==> src/shared/aci_pkg.sv <==
// aci_pkg: constants shared by the ascii command interpreter
// assumes a 200 MHz reference clock and single-master i2c buses
package aci_pkg;
    // ========================================
    // character codes
    localparam logic [7:0] CH_CR = 8'h0d;
    localparam logic [7:0] CH_LF = 8'h0a;
    localparam logic [7:0] CH_SP = 8'h20;
    localparam logic [7:0] CH_TAB = 8'h09;
    localparam logic [7:0] CH_COMMA = 8'h2c;
    localparam logic [7:0] CH_BSL = 8'h5c;
    localparam logic [7:0] CH_ESC = 8'h1b;
    localparam logic [7:0] CH_X = 8'h78;
    localparam logic [7:0] CH_C = 8'h63;
    localparam logic [7:0] CH_W = 8'h77;
    localparam logic [7:0] CH_R = 8'h72;
    localparam logic [7:0] CH_S = 8'h73;
    localparam logic [7:0] CH_M = 8'h6d;
    localparam logic [7:0] CH_L = 8'h6c;
    localparam logic [7:0] CH_P = 8'h70;
    localparam logic [7:0] CH_B = 8'h62;
    localparam logic [7:0] CH_Q = 8'h3f;
    localparam logic [7:0] CH_0 = 8'h30;
    localparam logic [7:0] CASE_BIT = 8'h20;
    // ========================================
    // limits
    localparam int MAX_NUM = 64;
    localparam int NUM_BUSES = 3;
    localparam logic [7:0] ADDR_LIMIT = 8'h80;
    localparam logic [7:0] SUB_ADDR = 8'h00;
    localparam int BOOT_BYTES = 4096;
    localparam int FLASH_BYTES = 16384;
    localparam int APP_TOP = FLASH_BYTES - BOOT_BYTES;
    // ========================================
    // i2c timing: 100 kHz, quarter period in ns
    localparam int CLK_NS = 5;
    localparam int I2C_QTR_NS = 2500;
    localparam int I2C_QTR_CYC = I2C_QTR_NS / CLK_NS;
    // ========================================
    // functions chosen by the leading letter
    typedef enum logic [2:0] {
        ACI_FN_NONE, ACI_FN_I2C, ACI_FN_SERIAL, ACI_FN_MOTOR,
        ACI_FN_LED, ACI_FN_PROG, ACI_FN_BOOT, ACI_FN_HELP
    } aci_fn_t;
endpackage

==> src/verilog/aci_interp.sv <==
// aci_interp: ascii command interpreter with an i2c master on three buses
// assumes host bytes arrive as one-cycle strobes synchronous to ref_clk
//
// Function
// first letter selects the operating function
// space, tab, comma separate fields only
// execute only after carriage return; code also executes on a line feed
// payload white space forwarded as data
// decimal numbers, range 0 to 64
// backslash x prefix means hexadecimal
// selector letter case insensitive
// backslash c decodes to escape
// master addresses any of 128 slaves
// single master, no arbitration
// writes target sub-address zero; code sends no sub-address byte, payload follows the address directly
// reads from sub-address zero, host writes first; code sends no write phase, the read starts at the address byte
// digit after c picks bus 1-3
// buses one and two never concurrent
// bus three has its own lines
// address decimal unless hex marker
// write: bus, address, w, count, payload
// boot pin and reset low start bootloader; code has no boot pin, boot_start pulses only when a b command line is closed
// fuses change only through isp path
// bootloader in top 4K of flash
// read: bus, address, r, count, bytes returned
// escape ends serial pass-through
// start, address, ack, stop framing
// bad commands discarded without bus activity
`timescale 1ns/100ps
`default_nettype none
module aci_interp
    import aci_pkg::*;
#(
    parameter int QTR_CYC = I2C_QTR_CYC
) (
    input wire logic ref_clk,
    input wire logic rst_n,
    input wire logic [7:0] rx_data,
    input wire logic rx_valid,
    output logic [7:0] tx_data,
    output logic tx_valid,
    output logic [2:0] mode,
    output logic boot_start,
    output logic fuse_write_allow,
    output logic [7:0] uart_tx_data,
    output logic uart_tx_valid,
    output logic busy,
    input wire logic scl12_in,
    input wire logic sda12_in,
    output logic scl12_oe,
    output logic sda12_oe,
    output logic [1:0] bus12_sel,
    input wire logic scl3_in,
    input wire logic sda3_in,
    output logic scl3_oe,
    output logic sda3_oe
);
    // ========================================
    // parser state
    typedef enum logic [3:0] {
        ACI_IDLE, ACI_BUSNUM, ACI_ADDR, ACI_DIR, ACI_CNT, ACI_DATA,
        ACI_EOL, ACI_SKIP, ACI_SERIAL, ACI_RUN, ACI_SEND
    } aci_st_t;
    typedef enum logic [3:0] {
        ACI_B_IDLE, ACI_B_START, ACI_B_BIT, ACI_B_ACK, ACI_B_RBIT,
        ACI_B_MACK, ACI_B_STOP, ACI_B_DONE
    } aci_bst_t;

    aci_st_t st;
    aci_bst_t bst;
    logic [7:0] buf_mem [0:MAX_NUM-1];
    logic [7:0] rd_mem [0:MAX_NUM-1];
    logic [7:0] num;
    logic num_hex, num_any, esc, err, is_read;
    logic [1:0] bus;
    logic [6:0] addr;
    logic [6:0] cnt, idx;
    logic [2:0] bitn;
    logic [7:0] sh;
    logic [15:0] tick;
    logic [1:0] phase;
    logic scl_drv, sda_drv;
    logic boot_pend;

    // separator and digit decoding
    function automatic logic is_sep(input logic [7:0] c);
        return (c == CH_SP) || (c == CH_TAB) || (c == CH_COMMA);
    endfunction
    function automatic logic [4:0] hexval(input logic [7:0] c);
        if (c >= 8'h30 && c <= 8'h39) return {1'b0, c[3:0]};
        if ((c | CASE_BIT) >= 8'h61 && (c | CASE_BIT) <= 8'h66)
            return {1'b1, 4'(c[3:0] + 4'h9)};
        return 5'h1f;
    endfunction

    wire [7:0] low = rx_data | CASE_BIT;
    wire sep = is_sep(rx_data);
    wire eol = (rx_data == CH_CR) || (rx_data == CH_LF);
    wire [4:0] hv = hexval(rx_data);
    wire dec_ok = (hv[4] == 1'b0) && (hv[3:0] <= 4'h9);
    wire hex_ok = hv != 5'h1f;
    wire dig_ok = num_hex ? hex_ok : dec_ok;
    wire [11:0] acc = num_hex ? {num, 4'h0} + {8'h0, hv[3:0]}
                              : num * 12'd10 + {8'h0, hv[3:0]};
    wire over = acc > 12'(MAX_NUM);
    wire addr_over = acc >= 12'(ADDR_LIMIT);
    wire qtr = tick == 16'(QTR_CYC - 1);
    wire scl_in = (bus == 2'd3) ? scl3_in : scl12_in;
    wire sda_in = (bus == 2'd3) ? sda3_in : sda12_in;
    wire num_end = sep || eol;
    // a read, or a write of zero bytes, may close the line on its count
    wire cnt_run = (st == ACI_CNT) && num_any && !err && (is_read || num == 8'h00);
    aci_fn_t fn_sel;

    // command letter to function, case folded
    always_comb begin
        case (low)
            CH_C: fn_sel = ACI_FN_I2C;
            CH_S: fn_sel = ACI_FN_SERIAL;
            CH_M: fn_sel = ACI_FN_MOTOR;
            CH_L: fn_sel = ACI_FN_LED;
            CH_P: fn_sel = ACI_FN_PROG;
            CH_B: fn_sel = ACI_FN_BOOT;
            default: fn_sel = (rx_data == CH_Q) ? ACI_FN_HELP : ACI_FN_NONE;
        endcase
    end

    // ========================================
    // character parser; numbers end on separator or end of line
    always_ff @(posedge ref_clk) begin
        tx_valid <= 1'b0;
        uart_tx_valid <= 1'b0;
        boot_start <= 1'b0;
        if (!rst_n) begin
            st <= ACI_IDLE;
            mode <= ACI_FN_NONE;
            num <= 8'h00;
            num_hex <= 1'b0;
            num_any <= 1'b0;
            esc <= 1'b0;
            err <= 1'b0;
            is_read <= 1'b0;
            bus <= 2'd0;
            addr <= 7'h00;
            cnt <= 7'h00;
            idx <= 7'h00;
            tx_data <= 8'h00;
            uart_tx_data <= 8'h00;
            boot_pend <= 1'b0;
        end else begin
            case (st)
                ACI_IDLE: if (rx_valid && !sep && !eol) begin
                    mode <= fn_sel;
                    err <= fn_sel == ACI_FN_NONE;
                    boot_pend <= fn_sel == ACI_FN_BOOT;
                    st <= (fn_sel == ACI_FN_I2C) ? ACI_BUSNUM : ACI_EOL;
                end
                ACI_BUSNUM: if (rx_valid) begin
                    // bus 1 and 2 share one pin pair; bus 3 stands alone
                    if (rx_data >= 8'h31 && rx_data <= 8'h33)
                        bus <= rx_data[1:0];
                    else
                        err <= 1'b1;
                    num <= 8'h00;
                    num_hex <= 1'b0;
                    num_any <= 1'b0;
                    st <= eol ? ACI_IDLE : ACI_ADDR;
                end
                ACI_ADDR, ACI_CNT: if (rx_valid) begin
                    if (esc) begin
                        esc <= 1'b0;
                        if (low == CH_X) num_hex <= 1'b1;
                        else err <= 1'b1;
                    end else if (rx_data == CH_BSL) begin
                        esc <= 1'b1;
                    end else if (num_end) begin
                        if (num_any) begin
                            if (st == ACI_ADDR) begin
                                addr <= num[6:0];
                                st <= ACI_DIR;
                            end else begin
                                cnt <= num[6:0];
                                idx <= 7'h00;
                                st <= (is_read || num == 8'h00) ? ACI_EOL : ACI_DATA;
                            end
                        end
                        if (eol) begin
                            st <= cnt_run ? ACI_RUN : ACI_IDLE;
                        end
                    end else if (dig_ok && !((st == ACI_ADDR) ? addr_over : over)) begin
                        num <= acc[7:0];
                        num_any <= 1'b1;
                    end else begin
                        err <= 1'b1;
                    end
                end
                ACI_DIR: if (rx_valid && !sep) begin
                    is_read <= low == CH_R;
                    if (low != CH_W && low != CH_R) err <= 1'b1;
                    num <= 8'h00;
                    num_hex <= 1'b0;
                    num_any <= 1'b0;
                    st <= eol ? ACI_IDLE : ACI_CNT;
                end
                ACI_DATA: if (rx_valid) begin
                    // after a backslash: c is escape, any other character is stored as is
                    if (esc) begin
                        esc <= 1'b0;
                        buf_mem[idx[5:0]] <= (low == CH_C) ? CH_ESC : rx_data;
                        idx <= idx + 7'h1;
                        if (idx + 7'h1 == cnt) st <= ACI_EOL;
                    end else if (rx_data == CH_BSL) begin
                        esc <= 1'b1;
                    end else begin
                        buf_mem[idx[5:0]] <= rx_data;
                        idx <= idx + 7'h1;
                        if (idx + 7'h1 == cnt) st <= ACI_EOL;
                    end
                end
                ACI_EOL: if (rx_valid && eol) begin
                    // nothing runs until the line is closed
                    if (err || mode == ACI_FN_NONE) begin
                        st <= ACI_IDLE;
                    end else if (mode == ACI_FN_I2C) begin
                        st <= ACI_RUN;
                    end else if (mode == ACI_FN_SERIAL) begin
                        st <= ACI_SERIAL;
                    end else begin
                        boot_start <= boot_pend; // loader region lies above APP_TOP
                        st <= ACI_IDLE;
                    end
                end
                ACI_SERIAL: if (rx_valid) begin
                    if (esc) begin
                        esc <= 1'b0;
                        if (low == CH_C) begin
                            st <= ACI_IDLE;
                            mode <= ACI_FN_NONE;
                        end else begin
                            uart_tx_data <= rx_data;
                            uart_tx_valid <= 1'b1;
                        end
                    end else if (rx_data == CH_BSL) begin
                        esc <= 1'b1;
                    end else if (rx_data == CH_ESC) begin
                        st <= ACI_IDLE;
                        mode <= ACI_FN_NONE;
                    end else begin
                        uart_tx_data <= rx_data;
                        uart_tx_valid <= 1'b1;
                    end
                end
                ACI_RUN: if (bst == ACI_B_DONE) begin
                    idx <= 7'h00;
                    st <= is_read ? ACI_SEND : ACI_IDLE;
                end
                ACI_SEND: begin
                    // read bytes returned one per cycle
                    if (idx == cnt) begin
                        st <= ACI_IDLE;
                    end else begin
                        tx_data <= rd_mem[idx[5:0]];
                        tx_valid <= 1'b1;
                        idx <= idx + 7'h1;
                    end
                end
                default: st <= ACI_IDLE;
            endcase
            if (st == ACI_IDLE && !(rx_valid && !sep && !eol)) begin
                err <= 1'b0;
                esc <= 1'b0;
            end
        end
    end

    // ========================================
    // i2c engine, one transfer at a time, so bus 1 and 2 never overlap
    logic [6:0] bidx;
    logic addr_phase, nack;
    aci_bst_t next_bst;
    wire [6:0] sent = addr_phase ? 7'h00 : bidx + 7'h1; // bytes acknowledged so far
    always_ff @(posedge ref_clk) begin
        if (!rst_n) begin
            bst <= ACI_B_IDLE;
            tick <= 16'h0;
            phase <= 2'd0;
            scl_drv <= 1'b0;
            sda_drv <= 1'b0;
            bitn <= 3'd7;
            sh <= 8'h00;
            bidx <= 7'h00;
            addr_phase <= 1'b0;
            nack <= 1'b0;
        end else begin
            tick <= qtr ? 16'h0 : tick + 16'h1;
            case (bst)
                ACI_B_IDLE: if (st == ACI_RUN) begin
                    // no arbitration: single master assumed
                    bst <= ACI_B_START;
                    sh <= {addr, is_read};
                    addr_phase <= 1'b1;
                    bidx <= 7'h00;
                    nack <= 1'b0;
                    phase <= 2'd0;
                    tick <= 16'h0;
                end
                ACI_B_START: if (qtr) begin
                    phase <= phase + 2'd1;
                    if (phase == 2'd0) sda_drv <= 1'b1;
                    if (phase == 2'd1) begin
                        scl_drv <= 1'b1;
                        bitn <= 3'd7;
                        phase <= 2'd0;
                        bst <= ACI_B_BIT;
                    end
                end
                ACI_B_BIT, ACI_B_ACK, ACI_B_RBIT, ACI_B_MACK: if (qtr) begin
                    // quarter 0 set data, 1 and 2 clock high, 3 clock low
                    phase <= phase + 2'd1;
                    case (phase)
                        2'd0: sda_drv <= (bst == ACI_B_BIT) ? !sh[bitn] :
                                         (bst == ACI_B_MACK) ? (bidx != 7'(cnt - 7'h1)) : 1'b0;
                        2'd1: scl_drv <= 1'b0;
                        2'd2: begin
                            if (bst == ACI_B_ACK) nack <= sda_in;
                            if (bst == ACI_B_RBIT) sh[bitn] <= sda_in;
                        end
                        default: begin
                            if (scl_in) begin
                                scl_drv <= 1'b1;
                                bst <= next_bst;
                                // ack slots must not eat a bit of the next byte
                                if (bst == ACI_B_BIT || bst == ACI_B_RBIT) bitn <= bitn - 3'd1;
                                if (bst == ACI_B_MACK) begin
                                    rd_mem[bidx[5:0]] <= sh;
                                    bidx <= bidx + 7'h1;
                                end
                                if (bst == ACI_B_ACK) begin
                                    addr_phase <= 1'b0;
                                    sh <= buf_mem[sent[5:0]]; // next payload byte
                                    if (!addr_phase) bidx <= bidx + 7'h1;
                                end
                            end else begin
                                phase <= 2'd3; // clock stretching holds here
                            end
                        end
                    endcase
                end
                ACI_B_STOP: if (qtr) begin
                    phase <= phase + 2'd1;
                    if (phase == 2'd0) sda_drv <= 1'b1;
                    if (phase == 2'd1) scl_drv <= 1'b0;
                    if (phase == 2'd2) begin
                        sda_drv <= 1'b0;
                        bst <= ACI_B_DONE;
                    end
                end
                ACI_B_DONE: bst <= ACI_B_IDLE;
                default: bst <= ACI_B_IDLE;
            endcase
        end
    end

    // successor of each bit slot
    always_comb begin
        case (bst)
            ACI_B_BIT: next_bst = (bitn == 3'd0) ? ACI_B_ACK : ACI_B_BIT;
            ACI_B_RBIT: next_bst = (bitn == 3'd0) ? ACI_B_MACK : ACI_B_RBIT;
            ACI_B_ACK: next_bst = nack ? ACI_B_STOP :
                                  is_read ? ACI_B_RBIT :
                                  (sent == cnt) ? ACI_B_STOP : ACI_B_BIT;
            ACI_B_MACK: next_bst = (bidx + 7'h1 == cnt) ? ACI_B_STOP : ACI_B_RBIT;
            default: next_bst = ACI_B_STOP;
        endcase
    end

    // ========================================
    // pin steering: only the selected pair drives
    wire on12 = bus != 2'd3;
    always_ff @(posedge ref_clk) begin
        if (!rst_n) begin
            scl12_oe <= 1'b0;
            sda12_oe <= 1'b0;
            scl3_oe <= 1'b0;
            sda3_oe <= 1'b0;
            bus12_sel <= 2'd1;
            busy <= 1'b0;
            fuse_write_allow <= 1'b0;
        end else begin
            scl12_oe <= on12 && scl_drv;
            sda12_oe <= on12 && sda_drv;
            scl3_oe <= !on12 && scl_drv;
            sda3_oe <= !on12 && sda_drv;
            if (on12 && bst == ACI_B_IDLE && bus != 2'd0) bus12_sel <= bus;
            busy <= st == ACI_RUN || st == ACI_SEND;
            fuse_write_allow <= 1'b0; // fuses only via isp pins
        end
    end
endmodule
`default_nettype wire

==> config.mk <==
export PLATFORM = sky130hd
export DESIGN_NAME = aci_interp
export DESIGN_NICKNAME = d
export VERILOG_FILES = /design/src/shared/aci_pkg.sv /design/src/verilog/aci_interp.sv
export SDC_FILE = /design/constraint.sdc
export NUM_CORES = 2
export LEC_CHECK = 0
export BUFFER_PORTS_ARGS = -buffer_cell sky130_fd_sc_hd__clkbuf_2
export CORE_MARGIN = 2
export CORE_UTILIZATION = 40
export DETAILED_ROUTE_END_ITERATION = 10
export GPL_TIMING_DRIVEN = 0
export PLACE_DENSITY = 0.57
export SYNTH_ARGS = -nofsm -noshare
export SYNTH_HDL_FRONTEND = slang
export SYNTH_SLANG_ARGS = --single-unit
==> constraint.sdc <==
create_clock -name ref_clk -period 5.05 [get_ports ref_clk]
set_clock_uncertainty 0.1 [all_clocks]
set_input_delay 1.01 -clock ref_clk [delete_from_list [all_inputs] [get_ports ref_clk]]
set_output_delay 1.01 -clock ref_clk [all_outputs]
set_load 0.03 [all_outputs]
==> results.txt <==
Starting DRT DRC Count: 4,778
max capacitance violation total: 1
area taken by multi-input logic gates: 13,600 sq um
Least-Margin Pin Slew: 1.51 ns
Reg area: 33,000 sq um
count of final hold-check violations: 0
crit path kind: flop to flop
Mapped Cells: 3,559
iteration count of the initial detailed-routing pass: 6
CTS root buffer: sky130_fd_sc_hd__clkbuf_16
Post-synth top flop: sky130_fd_sc_hd__edfxtp_1
maximum number of pins on one net before global-route repair: 65
Area Growth Syn to Fin: 13.1%
Max transition margin: -0.804%
crit path cell chain: buf_2 > nor3b_1 > clkbuf_1 > clkbuf_1 > a22oi_1 > a31oi_1 > o21ai_0 > nand3_1 > o21ai_0 > o21ai_0
die outline area: 122,000 sq um
Final Hold Slack: 0.355 ns
most frequent cells in the layout: sky130_fd_sc_hd__edfxtp_1, sky130_fd_sc_hd__nand2_1, sky130_fd_sc_hd__nor2_1
final HPWL from detailed placement: 109,000 microns
overall die height: 349 microns
number of enable-type register cells in the synthesized netlist: 1,024
top-level I/O count: 45
filler cell count in the final layout: 10,600
number of global-route vias before repair: 31,100
GRT Overall Usage: 26.3%
Num CTS Buffers: 118
clock latency reported for the late side of the worst-skew pair: 0.75 ns
P_leak: 17.3 nW
share of final-layout standard cells stronger than drive strength 1: 9.58%
Antenna Violating Nets Remaining: 0
maximum cell stage delay along the critical path: 1.21 ns
min Tclk post-route: 5.02 ns
wire length of the first global-routing pass: 229,000 microns
fraction of the yosys area taken by sequential cells: 69.3%
mean post-synth cell area: 13.4 sq um
share of async-settable or async-resettable flops after synthesis: 0%
port bufs: 40
number of remaining DRC errors: 0
startpoint type of the worst setup path: flop
initial core utilization: 40.3%
Syn. warnings: 0
Post-Place Worst Slack: -0.810 ns
core outline area: 118,000 sq um
final count of negative-setup-slack endpoints: 0
number of antenna violations at the first check in global routing: 4
clock edge transition at the registers on the reported setup and hold paths: 0.06 ns
total number of H-tree levels: 3
max-slew violation count: 6
CTS max path bufs: 3
cell with the largest stage delay on the worst path: sky130_fd_sc_hd__nor3b_1
result of the run: finished, violations left
total grt overflow: 0
maximum operating frequency: 0.199 GHz
Data required, critical path: 5.62 ns
min setup slack post-route: 0.0312 ns
total number of vias: 33,400
number of rows in the core area: 126
x dimension of the die: 349 microns
weighted congestion at the end of routability-driven global placement: 0.966
failing checks: capacitance limit, slew limit
largest driver fanout on the critical path: 10
unrepaired setup endpoints after global routing: false
Max IR drop VDD: 0.277 mV
Synth Register Bits: 1,137
path class of the lowest-slack min-delay path: flop to flop
count of different cell masters after synthesis: 93
synthesized area: 47,600 sq um
# diodes: 0
Critical Path Most Common Cell: sky130_fd_sc_hd__o21ai_0
nets@finish: 3,778
reg-to-reg critical path startpoint: idx[0]
critical hold path startpoint: tick[0]
power density normalized to cell area: 372 nW/um^2
DR vias/cell: 6.22
nets in the synthesized netlist: 3,607
arrival time at the worst endpoint: 5.59 ns
Worst Setup SP: idx[0]
critical path capture point type: flop
CTS tree: built
clock sink total: 1,137
drt wl/cell: 30.5 microns
Detailed Route WL: 164,000 microns
most common cell after layout, fill and taps aside: sky130_fd_sc_hd__edfxtp_1
final critical-path share of the clock period: 99.4%
-- routing by layer --
metal	routed length, microns	part of all wire, %	vias to the layer above	track usage (%)
met5	34	0.021	-	0
met4	5510	3.4	6	8.70
met3	17400	11	342	5.87
met2	73400	45	1977	40.4
met1	67300	41	16900	37.0
li1	-	-	14200	-
-- flip-flops by register name, indices dropped and copies added (netlist names), 2 cells and up --
register,flops
bus,2
bidx,7
cnt,7
idx,7
tx_data,8
bitn,3
addr,7
num,8
rd_mem,512
bst,3
mode,3
bus12_sel,2
phase,2
uart_tx_data,8
sh,8
buf_mem,512
tick,16
st,4
-- where the power goes --
group	switching, W	internal, W
Clock	0.00388	0.00478
Combinational	0.000752	0.000322
Sequential	0.0000449	0.0102
-- layout make-up --
class	count	share of cell area, %
buffer	247	1.84
tap	1536	3.57
clock inverter	80	1.33
timing repair buffer	52	0.771
clock buffer	140	5.71
multi-input combinational	2143	25.2
inverter	31	0.216
sequential	1137	61.3
-- cells in the mapped netlist (33+ instances only) --
library cell,instances,area (sq um)
sky130_fd_sc_hd__nor2b_1,73,457
sky130_fd_sc_hd__a21oi_1,136,681
sky130_fd_sc_hd__buf_2,39,195
sky130_fd_sc_hd__o221ai_1,33,289
sky130_fd_sc_hd__dfxtp_1,113,2260
sky130_fd_sc_hd__nand2_1,353,1330
sky130_fd_sc_hd__a221oi_1,50,438
sky130_fd_sc_hd__a22o_1,35,307
sky130_fd_sc_hd__o21ai_0,101,505
sky130_fd_sc_hd__o211ai_1,39,293
sky130_fd_sc_hd__clkbuf_1,175,657
sky130_fd_sc_hd__a31oi_1,72,450
sky130_fd_sc_hd__a211oi_1,65,488
sky130_fd_sc_hd__nor2_1,315,1180
sky130_fd_sc_hd__nand3_1,112,561
sky130_fd_sc_hd__a311oi_1,37,324
sky130_fd_sc_hd__a22oi_1,126,946
sky130_fd_sc_hd__nor3_1,46,230
sky130_fd_sc_hd__nand4_1,36,225
sky130_fd_sc_hd__mux2i_1,120,1200
sky130_fd_sc_hd__edfxtp_1,1024,30700
-- through the flow --
stage                     cell area [sq um]  power (W)  TNS [ns]  util [%]  instances
after global routing                  53900     0.0205         0      45.6       5366
after floorplan                       47600     0.0112         0         -       3559
after global placement                49700     0.0115   -491.71      42.1       5135
after CTS                             53800     0.0200         0      45.6       5366
final                                 53900     0.0200         0      45.6       5366
after detailed placement              50000     0.0115   -123.23      42.3       5146
-- path summary, 6_finish.rpt --
check,endpoint,slack [ns],cells past startpoint
hold / removal,tick[0],0.35,1
setup / recovery,tx_data[5],0.03,10
setup reg to reg,tx_data[5],0.03,10
hold reg to reg,tick[0],0.35,1
-- critical path: cells and delay by family (launching register included) --
family | cells | cell delay, ns
AO/OA/AOI/OAI | 5 | 1.06
buffers and inverters | 3 | 2.03
flip-flops | 1 | 0.33
AND/OR/NAND/NOR | 2 | 1.37
-- logic make-up (layout without fill, tap and decap cells) --
family / Yosys count / count (layout) / synth area share (%)
compound gates: 833 / 833 / 12.3
xor+xnor: 49 / 49 / 0.901
fa+ha+maj: 33 / 33 / 0.899
buf+inv: 279 / 550 / 2.32
flops: 1137 / 1137 / 69.3
mux: 153 / 153 / 3.71
other cells: 1 / 1 / 0.00788
simple gates: 1074 / 1074 / 10.5
-- repair_timing --
action,CTS,global route
hold buffers,0,0
gates resized for setup,17,0
buffers inserted,1,0
endpoints found under the setup margin,232,0
(Power assumes the default switching activity.)
